$ cat src/host_port_pkg.sv
// shared constants for the host fifo port access block
package host_port_pkg;
	// host bus geometry: 16-bit transfers pair into 32-bit words
	localparam int          HALF_W      = 16;
	localparam int          WORD_W      = 32;
	localparam int          HADDR_W     = 7;
	// byte offsets of the ports and registers (low half at +0, high half at +2)
	localparam logic [7:0]  OFS_RX_DATA = 8'h00;
	localparam logic [7:0]  OFS_TX_DATA = 8'h40;
	localparam logic [7:0]  ALIAS_MASK  = 8'hC0;
	localparam logic [7:0]  OFS_RXS_POP = 8'h80;
	localparam logic [7:0]  OFS_RXS_PEEK = 8'h84;
	localparam logic [7:0]  OFS_TXS_POP = 8'h88;
	localparam logic [7:0]  OFS_TXS_PEEK = 8'h8C;
	localparam logic [7:0]  OFS_CTRL    = 8'h90;
	localparam logic [7:0]  OFS_STAT    = 8'h94;
	localparam logic [7:0]  OFS_WO      = 8'h98;
	localparam logic [7:0]  OFS_RO      = 8'h9C;
	localparam logic [7:0]  WORD_MASK   = 8'hFC;
	// control register layout
	localparam int          CTRL_SRST_BIT = 0;
	localparam logic [31:0] CTRL_RESET  = 32'h0000_0000;
	localparam logic [31:0] CTRL_KEEP_MASK = 32'h0000_FF00;
	localparam logic [31:0] CTRL_USED_MASK = 32'h0000_FFFF;
	// status register layout
	localparam int          STAT_W1C_BIT = 0;
	localparam int          STAT_RC_BIT = 1;
	localparam int          STAT_LH_BIT = 2;
	localparam int          STAT_LL_BIT = 3;
	localparam int          STAT_LIVE_BIT = 4;
	// read-only register layout: receive status level high, transmit status level low
	localparam int          RO_RXS_LSB  = 16;
	localparam logic [31:0] WO_RESET    = 32'h0000_0000;
	localparam logic [31:0] ZERO_WORD   = 32'h0000_0000;
	// host pin vector bit positions
	localparam int          PIN_CS      = 2;
	localparam int          PIN_RD      = 1;
	localparam int          PIN_WR      = 0;
endpackage

$ cat src/port_fifo.sv
// one host-visible fifo with a registered head word and run-time size limit
`timescale 1ns/1ps
module port_fifo
	import host_port_pkg::*;
#(
	parameter int W     = 32,
	parameter int DEPTH = 16,
	parameter int CNT_W = $clog2(DEPTH + 1)
) (
	// clock, reset, enable
	input  wire logic             clk_sys,
	input  wire logic             reset_n,
	input  wire logic             ce,
	input  wire logic             flush,
	// run-time size
	input  wire logic [CNT_W-1:0] limit,
	// filling side
	input  wire logic             push_valid,
	input  wire logic [W-1:0]     push_data,
	output logic                  push_ready,
	// draining side
	input  wire logic             pop,
	output logic [W-1:0]          head,
	output logic                  head_valid,
	output logic [CNT_W-1:0]      count
);
	localparam int AW = $clog2(DEPTH);

	typedef struct packed {
		logic [DEPTH-1:0][W-1:0] mem;
		logic [AW-1:0]           wr_ptr;
		logic [AW-1:0]           rd_ptr;
		logic [CNT_W-1:0]        count;
		logic [W-1:0]            head;
	} fifo_s;

	fifo_s s;
	fifo_s next_s;
	logic  do_push;
	logic  do_pop;

	// full is honest: the run-time limit caps the fill level, and the array size caps it when the limit is larger
	assign push_ready = (s.count < limit) && (s.count < CNT_W'(DEPTH));
	assign head_valid = (s.count != '0);
	assign head       = s.head;
	assign count      = s.count;
	assign do_push    = push_valid && push_ready;
	assign do_pop     = pop && head_valid;

	// next state; head is re-read after the write so an empty fifo shows new data
	always_comb begin
		next_s = s;
		if (ce) begin
			if (flush) begin
				next_s.wr_ptr = '0;
				next_s.rd_ptr = '0;
				next_s.count  = '0;
			end else begin
				if (do_push) begin
					next_s.mem[s.wr_ptr] = push_data;
					next_s.wr_ptr = s.wr_ptr + AW'(1);
				end
				if (do_pop) begin
					next_s.rd_ptr = s.rd_ptr + AW'(1);
				end
				next_s.count = s.count + CNT_W'(do_push) - CNT_W'(do_pop);
			end
			next_s.head = next_s.mem[next_s.rd_ptr];
		end
	end

	// state register
	always_ff @(posedge clk_sys or negedge reset_n) begin
		if (!reset_n) begin
			s <= '0;
		end else begin
			s <= next_s;
		end
	end
endmodule

$ cat src/host_fifo_port_access.sv
// host access layer: 16-bit host bus onto 32-bit fifo ports and attribute registers
// Notes on behaviour
// host halves pair into one 32-bit access
// writes to read-only register are ignored
// write-only register always reads zero
// writing one clears bit, zero keeps
// reading the register clears the bit
// latched bits hold until register read
// every reset loads register defaults
// kept bits survive software reset only
// host writes zeros to reserved bits
// host never writes reserved locations
// four fifos, sizes set at run time (tx status fifo here is fixed at DEPTH_TXS)
// receive fifos are read only
// status pop port returns and removes
// status peek port returns, keeps entry
// data port read removes oldest word
// receive data at sixteen aliased words
// transmit status pop returns and removes
// transmit status peek leaves fifo unchanged
// transmit data written at sixteen aliases
// pop or push only on second half
// self-clearing bit drops after acting
`timescale 1ns/1ps
module host_fifo_port_access
	import host_port_pkg::*;
#(
	parameter int DEPTH_RXD = 16,
	parameter int DEPTH_RXS = 8,
	parameter int DEPTH_TXD = 16,
	parameter int DEPTH_TXS = 8,
	parameter int CNT_W     = 5
) (
	// clock, reset, enable
	input  wire logic               clk_sys,
	input  wire logic               reset_n,
	input  wire logic               ce,
	// host bus pins
	input  wire logic               host_cs_n,
	input  wire logic               host_rd_n,
	input  wire logic               host_wr_n,
	input  wire logic [HADDR_W-1:0] host_addr,
	input  wire logic [HALF_W-1:0]  host_data_in,
	output logic      [HALF_W-1:0]  host_data_out,
	output logic                    host_data_oe_n,
	// run-time fifo sizes
	input  wire logic [CNT_W-1:0]   rxd_size,
	input  wire logic [CNT_W-1:0]   rxs_size,
	input  wire logic [CNT_W-1:0]   txd_size,
	// receive side filling
	input  wire logic [WORD_W-1:0]  rxd_in,
	input  wire logic               rxd_in_valid,
	output logic                    rxd_in_ready,
	input  wire logic [WORD_W-1:0]  rxs_in,
	input  wire logic               rxs_in_valid,
	output logic                    rxs_in_ready,
	// transmit side
	output logic      [WORD_W-1:0]  txd_out,
	output logic                    txd_out_valid,
	input  wire logic               txd_out_ready,
	input  wire logic [WORD_W-1:0]  txs_in,
	input  wire logic               txs_in_valid,
	output logic                    txs_in_ready,
	// attribute register events and outputs
	input  wire logic               ev_clear_on_write,
	input  wire logic               ev_clear_on_read,
	input  wire logic               link_level,
	output logic      [WORD_W-1:0]  ctrl_value,
	output logic      [WORD_W-1:0]  wo_value,
	output logic                    soft_reset_pulse
);
	typedef struct packed {
		logic [2:0]         pin1;
		logic [2:0]         pin2;
		logic [HADDR_W-1:0] addr1;
		logic [HADDR_W-1:0] addr2;
		logic [HALF_W-1:0]  data1;
		logic [HALF_W-1:0]  data2;
		logic               rd_prev;
		logic               wr_prev;
		logic               drive;
		logic [HALF_W-1:0]  rdata;
		logic [WORD_W-1:0]  hold;
		logic [HALF_W-1:0]  wr_low;
		logic [WORD_W-1:0]  ctrl;
		logic [WORD_W-1:0]  wo;
		logic               w1c;
		logic               rc;
		logic               lh;
		logic               ll;
	} host_s;

	host_s              s;
	host_s              next_s;
	logic [7:0]         byte_addr;
	logic [7:0]         word_addr;
	logic               hi_half;
	logic               rd_act;
	logic               wr_act;
	logic               rd_start;
	logic               wr_start;
	logic               sel_rxd;
	logic               sel_txd;
	logic [WORD_W-1:0]  word_in;
	logic [WORD_W-1:0]  rd_word;
	logic               srst;
	logic               rxd_pop;
	logic               rxs_pop;
	logic               txs_pop;
	logic               txd_push;
	logic               txd_ready;
	logic [WORD_W-1:0]  rxd_head;
	logic [WORD_W-1:0]  rxs_head;
	logic [WORD_W-1:0]  txs_head;
	logic               rxd_hv;
	logic               rxs_hv;
	logic               txs_hv;
	logic [CNT_W-1:0]   rxs_cnt;
	logic [CNT_W-1:0]   txs_cnt;

	// decode from the second synchroniser stage only
	assign byte_addr = {s.addr2, 1'b0};
	assign word_addr = byte_addr & WORD_MASK;
	assign hi_half   = byte_addr[1];
	assign rd_act    = !s.pin2[PIN_CS] && !s.pin2[PIN_RD];
	assign wr_act    = !s.pin2[PIN_CS] && !s.pin2[PIN_WR];
	assign rd_start  = rd_act && !s.rd_prev;
	assign wr_start  = wr_act && !s.wr_prev;
	assign word_in   = {s.data2, s.wr_low};
	assign srst      = s.ctrl[CTRL_SRST_BIT];
	// receive data aliases
	assign sel_rxd   = (byte_addr & ALIAS_MASK) == OFS_RX_DATA;
	// transmit data aliases
	assign sel_txd   = (byte_addr & ALIAS_MASK) == OFS_TX_DATA;

	// pops fire on the high-half read only
	assign rxd_pop  = rd_start && hi_half && sel_rxd;
	assign rxs_pop  = rd_start && hi_half && (word_addr == OFS_RXS_POP);
	assign txs_pop  = rd_start && hi_half && (word_addr == OFS_TXS_POP);
	// push only once both halves written; full fifo drops the word
	assign txd_push = wr_start && hi_half && sel_txd;

	// outputs
	assign host_data_out    = s.rdata;
	assign host_data_oe_n   = !s.drive;
	assign ctrl_value       = s.ctrl;
	assign wo_value         = s.wo;
	assign soft_reset_pulse = srst;

	// four fifos; rx data, rx status and tx data sized at run time, tx status fixed at DEPTH_TXS
	port_fifo #(.W(WORD_W), .DEPTH(DEPTH_RXD), .CNT_W(CNT_W)) u_rxd (
		.clk_sys(clk_sys), .reset_n(reset_n), .ce(ce), .flush(srst), .limit(rxd_size),
		.push_valid(rxd_in_valid), .push_data(rxd_in), .push_ready(rxd_in_ready),
		.pop(rxd_pop), .head(rxd_head), .head_valid(rxd_hv), .count()
	);
	port_fifo #(.W(WORD_W), .DEPTH(DEPTH_RXS), .CNT_W(CNT_W)) u_rxs (
		.clk_sys(clk_sys), .reset_n(reset_n), .ce(ce), .flush(srst), .limit(rxs_size),
		.push_valid(rxs_in_valid), .push_data(rxs_in), .push_ready(rxs_in_ready),
		.pop(rxs_pop), .head(rxs_head), .head_valid(rxs_hv), .count(rxs_cnt)
	);
	// transmit data: host fills, the transmit side drains with back-pressure
	port_fifo #(.W(WORD_W), .DEPTH(DEPTH_TXD), .CNT_W(CNT_W)) u_txd (
		.clk_sys(clk_sys), .reset_n(reset_n), .ce(ce), .flush(srst), .limit(txd_size),
		.push_valid(txd_push), .push_data(word_in), .push_ready(txd_ready),
		.pop(txd_out_ready), .head(txd_out), .head_valid(txd_out_valid), .count()
	);
	port_fifo #(.W(WORD_W), .DEPTH(DEPTH_TXS), .CNT_W(CNT_W)) u_txs (
		.clk_sys(clk_sys), .reset_n(reset_n), .ce(ce), .flush(srst),
		.limit(CNT_W'(DEPTH_TXS)),
		.push_valid(txs_in_valid), .push_data(txs_in), .push_ready(txs_in_ready),
		.pop(txs_pop), .head(txs_head), .head_valid(txs_hv), .count(txs_cnt)
	);

	// read word mux; empty fifos read as zero, unmapped as zero
	always_comb begin
		rd_word = ZERO_WORD;
		if (sel_rxd) begin
			rd_word = rxd_hv ? rxd_head : ZERO_WORD;
		end else if (word_addr == OFS_RXS_POP || word_addr == OFS_RXS_PEEK) begin
			// peek shares the head, never pops
			rd_word = rxs_hv ? rxs_head : ZERO_WORD;
		end else if (word_addr == OFS_TXS_POP || word_addr == OFS_TXS_PEEK) begin
			// peek shares the head, never pops
			rd_word = txs_hv ? txs_head : ZERO_WORD;
		end else if (word_addr == OFS_CTRL) begin
			rd_word = s.ctrl;
		end else if (word_addr == OFS_STAT) begin
			rd_word[STAT_W1C_BIT]  = s.w1c;
			rd_word[STAT_RC_BIT]   = s.rc;
			rd_word[STAT_LH_BIT]   = s.lh;
			rd_word[STAT_LL_BIT]   = s.ll;
			rd_word[STAT_LIVE_BIT] = link_level;
		end else if (word_addr == OFS_RO) begin
			rd_word = (WORD_W'(rxs_cnt) << RO_RXS_LSB) | WORD_W'(txs_cnt);
		end else begin
			// write-only and reserved words read zero
			rd_word = ZERO_WORD;
		end
	end

	// next state of the host side
	always_comb begin
		next_s = s;
		if (ce) begin
			// host pins are asynchronous: two stages before any decode
			next_s.pin1    = {host_cs_n, host_rd_n, host_wr_n};
			next_s.pin2    = s.pin1;
			next_s.addr1   = host_addr;
			next_s.addr2   = s.addr1;
			next_s.data1   = host_data_in;
			next_s.data2   = s.data1;
			next_s.rd_prev = rd_act;
			next_s.wr_prev = wr_act;
			next_s.drive   = rd_act;
			// low half latches the whole word, high half returns its top
			if (rd_start) begin
				if (!hi_half) begin
					next_s.hold  = rd_word;
					next_s.rdata = rd_word[HALF_W-1:0];
				end else begin
					next_s.rdata = s.hold[WORD_W-1:HALF_W];
				end
			end
			// latches follow the input only when released by a read
			if (link_level) begin
				next_s.lh = 1'b1;
			end
			if (!link_level) begin
				next_s.ll = 1'b0;
			end
			if (rd_start && !hi_half && word_addr == OFS_STAT) begin
				next_s.lh = link_level;
				next_s.ll = link_level;
				// read clears
				next_s.rc = 1'b0;
			end
			// low half parks until the high half completes the word
			if (wr_start && !hi_half) begin
				next_s.wr_low = s.data2;
			end
			if (wr_start && hi_half) begin
				if (word_addr == OFS_CTRL) begin
					next_s.ctrl = word_in & CTRL_USED_MASK;
				end else if (word_addr == OFS_WO) begin
					next_s.wo = word_in;
				end else if (word_addr == OFS_STAT && word_in[STAT_W1C_BIT]) begin
					// one clears, zero leaves alone
					next_s.w1c = 1'b0;
				end
				// read-only word, receive ports and reserved words ignore writes
			end
			// events win over a host write-one or read clear in the same cycle
			if (ev_clear_on_write) begin
				next_s.w1c = 1'b1;
			end
			if (ev_clear_on_read) begin
				next_s.rc = 1'b1;
			end
			// software reset acts for one cycle, then clears itself
			if (srst) begin
				next_s.ctrl  = (s.ctrl & CTRL_KEEP_MASK) | (CTRL_RESET & ~CTRL_KEEP_MASK);
				next_s.wo    = WO_RESET;
				next_s.hold  = ZERO_WORD;
				next_s.w1c   = 1'b0;
				next_s.rc    = 1'b0;
				next_s.lh    = 1'b0;
				next_s.ll    = 1'b1;
			end
		end
	end

	// power-on and system reset load defaults
	always_ff @(posedge clk_sys or negedge reset_n) begin
		if (!reset_n) begin
			s       <= '0;
			s.pin1  <= 3'h7;
			s.pin2  <= 3'h7;
			s.ctrl  <= CTRL_RESET;
			s.wo    <= WO_RESET;
			s.ll    <= 1'b1;
		end else begin
			s <= next_s;
		end
	end
endmodule

$ cat config.mk
export PLATFORM = sky130hd
export DESIGN_NAME = host_fifo_port_access
export DESIGN_NICKNAME = d
export VERILOG_FILES = /design/src/host_port_pkg.sv /design/src/port_fifo.sv /design/src/host_fifo_port_access.sv
export SDC_FILE = /design/constraint.sdc
export NUM_CORES = 2
export LEC_CHECK = 0
export BUFFER_PORTS_ARGS = -buffer_cell sky130_fd_sc_hd__buf_2
export CELL_PAD_IN_SITES_DETAIL_PLACEMENT = 1
export CELL_PAD_IN_SITES_GLOBAL_PLACEMENT = 1
export CORE_MARGIN = 4
export CORE_UTILIZATION = 51
export DETAILED_ROUTE_END_ITERATION = 16
export GPL_ROUTABILITY_DRIVEN = 0
export MAX_ROUTING_LAYER = met4
export PLACE_DENSITY_LB_ADDON = 0.15
export REMOVE_ABC_BUFFERS = 1
export SLEW_MARGIN = 20
export SYNTH_ARGS = -nofsm -noshare
export SYNTH_HDL_FRONTEND = slang
export SYNTH_SLANG_ARGS = --single-unit
export TNS_END_PERCENT = 20
$ cat constraint.sdc
create_clock -name clk_sys -period 3.4 [get_ports clk_sys]
set_input_delay 0.34 -clock clk_sys [delete_from_list [all_inputs] [get_ports clk_sys]]
set_output_delay 0.34 -clock clk_sys [all_outputs]
set_load 0.005 [all_outputs]
==> impl_metrics.tcl <==
set metrics [dict create \
    yosys.cell_types.count 97 \
    synth_common_cells "dfrtp_1, mux2_2, clkbuf_1" \
    yosys_most_used_dff "dfrtp_1" \
    fp.dieH_um 428 \
    drc 0 \
    sw_frac_of_total_pct 37.2 \
    yosysWarnings 0 \
    cp.depth 12 \
    max_clock_freq_mhz 293 \
    layout-drive-gt1-share_pct 36.1 \
    grt_pass1_wl_mm 502 \
    fp.dieArea_um2 183000 \
    synth_cells 7927 \
    status "finished with violations" \
    peakVddDrop_uv 524 \
    synth.avg_cell_area_um2 11.4 \
    overflow 0 \
    fin_nets 8390 \
    vias_per_cell 6.74 \
    crit_slowest_cell "or4b_4" \
    ios 265 \
    period_needed_ps 3410 \
    dpl_cell_area_um2 96700 \
    via_count 72100 \
    instances_no_fill 10700 \
    holdPathStages 2 \
    ctsLongestPathBuffers 3 \
    violations "setup timing" \
    p_seq_share_pct 39.5 \
    synthAdderAreaFrac_pct 0.812 \
    synth-simple-area-share_pct 6.60 \
    tightest_slew_ps 1130 \
    die_x_um 428 \
    skew_ps 30.9 \
    endpoint_kind "flop" \
    holdWs_ps 103 \
    yosysMostFrequentCell "dfrtp_1" \
    n_fill_cell 17500 \
    drv_slew 0 \
    critical_path.top_delay_family "compound AO/OA/AOI/OAI gates" \
    cp_num_buf_inv 4 \
    ys_seq_elements 1866 \
    dp_hpwl_mm 218 \
    dp_cells 10200 \
    rr_worst_depth 12 \
    synth_edf_count 0 \
    cts_htree_levels 4 \
    routed_wl_mm 336 \
    cp_common_cell "buf_4" \
    clk_latency_ps 860 \
    min_period_over_period_pct 100 \
    worstPathMaxFanout 8 \
    cts_tree "built" \
    initial_utilization_pct 51.5 \
    rows 153 \
    power_leakage_nw 48.9 \
    track_usage_pct 36.6 \
    critPathLaunchType "flop" \
    required_ps 4100 \
    synth_top_area_cell "dfrtp_1" \
    grt_pass1_vias 76700 \
    cts.sinks 1866 \
    synth_area_leaders "dfrtp_1, mux2_2, o22ai_1, o21ai_0, clkbuf_1" \
    netlist_area_um2 90000 \
    async_flop_share_pct 100 \
    pwr-share-clk_pct 27.1 \
    finalHoldViolCount 0 \
    wl_per_cell_um 31.4 \
    antenna_found_initial 25 \
    crit_chain "or4b_4 -> o311a_4 -> buf_4 -> nor2_4 -> buf_12 -> o21ai_2 -> buf_6 -> buf_4 -> o221ai_4 -> nand4_1 -> a211oi_4 -> o21ai_1" \
    cellPowerDensity_nw_per_um2 789 \
    rsz0062_at_grt "yes" \
    netSwitchingPower_mw 31.0 \
    drt_iter0_drc 7401 \
    hold_path_class "input port to flop" \
    combPwrFrac_pct 33.4 \
    finalSetupViolations 1 \
    port-buffer-count 248 \
    yosysTopAreaCellShare_pct 51.7 \
    slew_headroom_pct 24.5 \
    clockRootBuffer "clkbuf_16" \
    area_delta_synth_final_pct 17.4 \
    critPathArrivalTime_ps 4110 \
    clkTransAtPathRegs_ps 60 \
    crit_type "flop to flop" \
    slowest_delay_ps 540 \
    drv_cap 0 \
    core_um2 175000 \
    cts_buffers 200 \
    setup_ws_ps -12.6 \
    grt_max_degree 105 \
    drtPass1Iterations 7 \
    yosysSeqAreaShare_pct 51.9 \
    pre_cts_slack_ps -472 \
    p_int_mw 52.3 \
    finalCoreUtilization_pct 60.5 \
    drtAntennaViolNets 0 \
    synth-compound-area-share_pct 15.2 \
    muxShareOfSynthArea_pct 20.5 \
    yosys.area_share.xor_xnor_pct 0.200 \
    synth_top_family_by_area "multiplexers" \
    stdcell_area_um2 106000 \
]
worst paths after layout:
check                                          from                    endpoint  slack [ps]
max in group asynchronous                   reset_n    u_rxs.s[125]$_DFFE_PN0P_        2030
min reg2reg                wo_value[21]$_DFFE_PN0P_    wo_value[21]$_DFFE_PN0P_         480
min                                      rxd_in[17]     u_rxd.s[62]$_DFFE_PN0P_         100
max reg2reg                      s[132]$_DFFE_PN0P_  u_rxd.head[23]$_DFFE_PN0P_         -10
min in group asynchronous                   reset_n    u_rxd.s[308]$_DFFE_PN0P_         150
max                              s[132]$_DFFE_PN0P_  u_rxd.head[23]$_DFFE_PN0P_         -10
through the flow:
stage | TNS [ps] | total power, mW
after floorplan | -1032570 | 45.1
after detailed placement | -6030 | 58.6
after global routing | -248 | 86.7
after global placement | -4030 | 57.2
final | -12.6 | 83.4
after CTS | -53.5 | 82.1
timing repair:
item,in CTS,in global routing
resized for setup,83,97
hold buffers,97,0
pin swaps,15,30
setup endpoints to repair,53,162
endpoints found under the hold margin,649,0
setup buffers,8,13
gates cloned,0,4
cells by family after synthesis:
group,Yosys count
AO/OA/AOI/OAI,2032
flip-flops,1866
multiplexers,1644
AND/OR/NAND/NOR,1310
buffers and inverters,999
adder cells (fa/ha/maj),56
XOR/XNOR,19
other,1
power groups by stage:
stage / clock, mW / sequential (mW) / combinational [mW]
after floorplan: 0 / 30.5 / 14.6
after global placement: 0 / 32.5 / 24.8
after detailed placement: 0 / 32.8 / 25.8
after CTS: 22.8 / 32.6 / 26.7
after global routing: 23.9 / 33.3 / 29.6
final: 22.6 / 33.0 / 27.8
state kept, by name, indices dropped and copies added, names as in the netlist, 7 cells and up:
| name | flops |
|---|---|
| u_rxd.s | 520 |
| u_txd.s | 520 |
| u_rxs.s | 262 |
| u_txs.s | 262 |
| s | 83 |
| u_rxd.head | 32 |
| u_rxs.head | 32 |
| u_txd.head | 32 |
| u_txs.head | 32 |
| wo_value | 32 |
| ctrl_value | 16 |
| host_data_out | 16 |
| byte_addr | 7 |
final cells by class:
class	count	area, µm²	area share [%]
multi-input combinational	5077	40400	38.3
clock inverter	67	917	0.868
sequential	1866	46700	44.2
inverter	109	412	0.390
tap	2325	2910	2.75
antenna	24	60.1	0.0568
timing repair buffer	933	8420	7.97
clock buffer	300	5780	5.47
layer usage:
layer	wire, µm	part of all wire (%)	track usage [%]	vias up
met3	25200	7.5	6.60	837
met2	157000	47	56.3	3210
li1	-	-	-	29900
met5	0	0	-	-
met1	136000	41	47.1	38200
met4	18200	5.4	17.8	0
cell usage in the layout (no fill, tap or decap), drive strengths merged, types with 16 or more instances in the layout:
cell,n
buf,834
o31a,25
o21ai,506
nor3,112
nor2,420
clkbuf,302
mux2,1625
dfrtp,1859
a21o,23
bufinv,17
nand4,91
dlygate4sd3,97
a221o,35
a211oi,62
a31oi,54
inv,117
o211ai,81
a22oi,78
mux2i,19
and2,21
nand3,81
o21a,35
clkinv,39
a221oi,67
o22ai,508
a21oi,195
ha,52
conb,16
a222oi,43
a32oi,24
or3,45
o22a,21
and3,20
o221ai,189
nand2,441
diode,24
No activity file was read; power rests on OpenSTA's default activity.
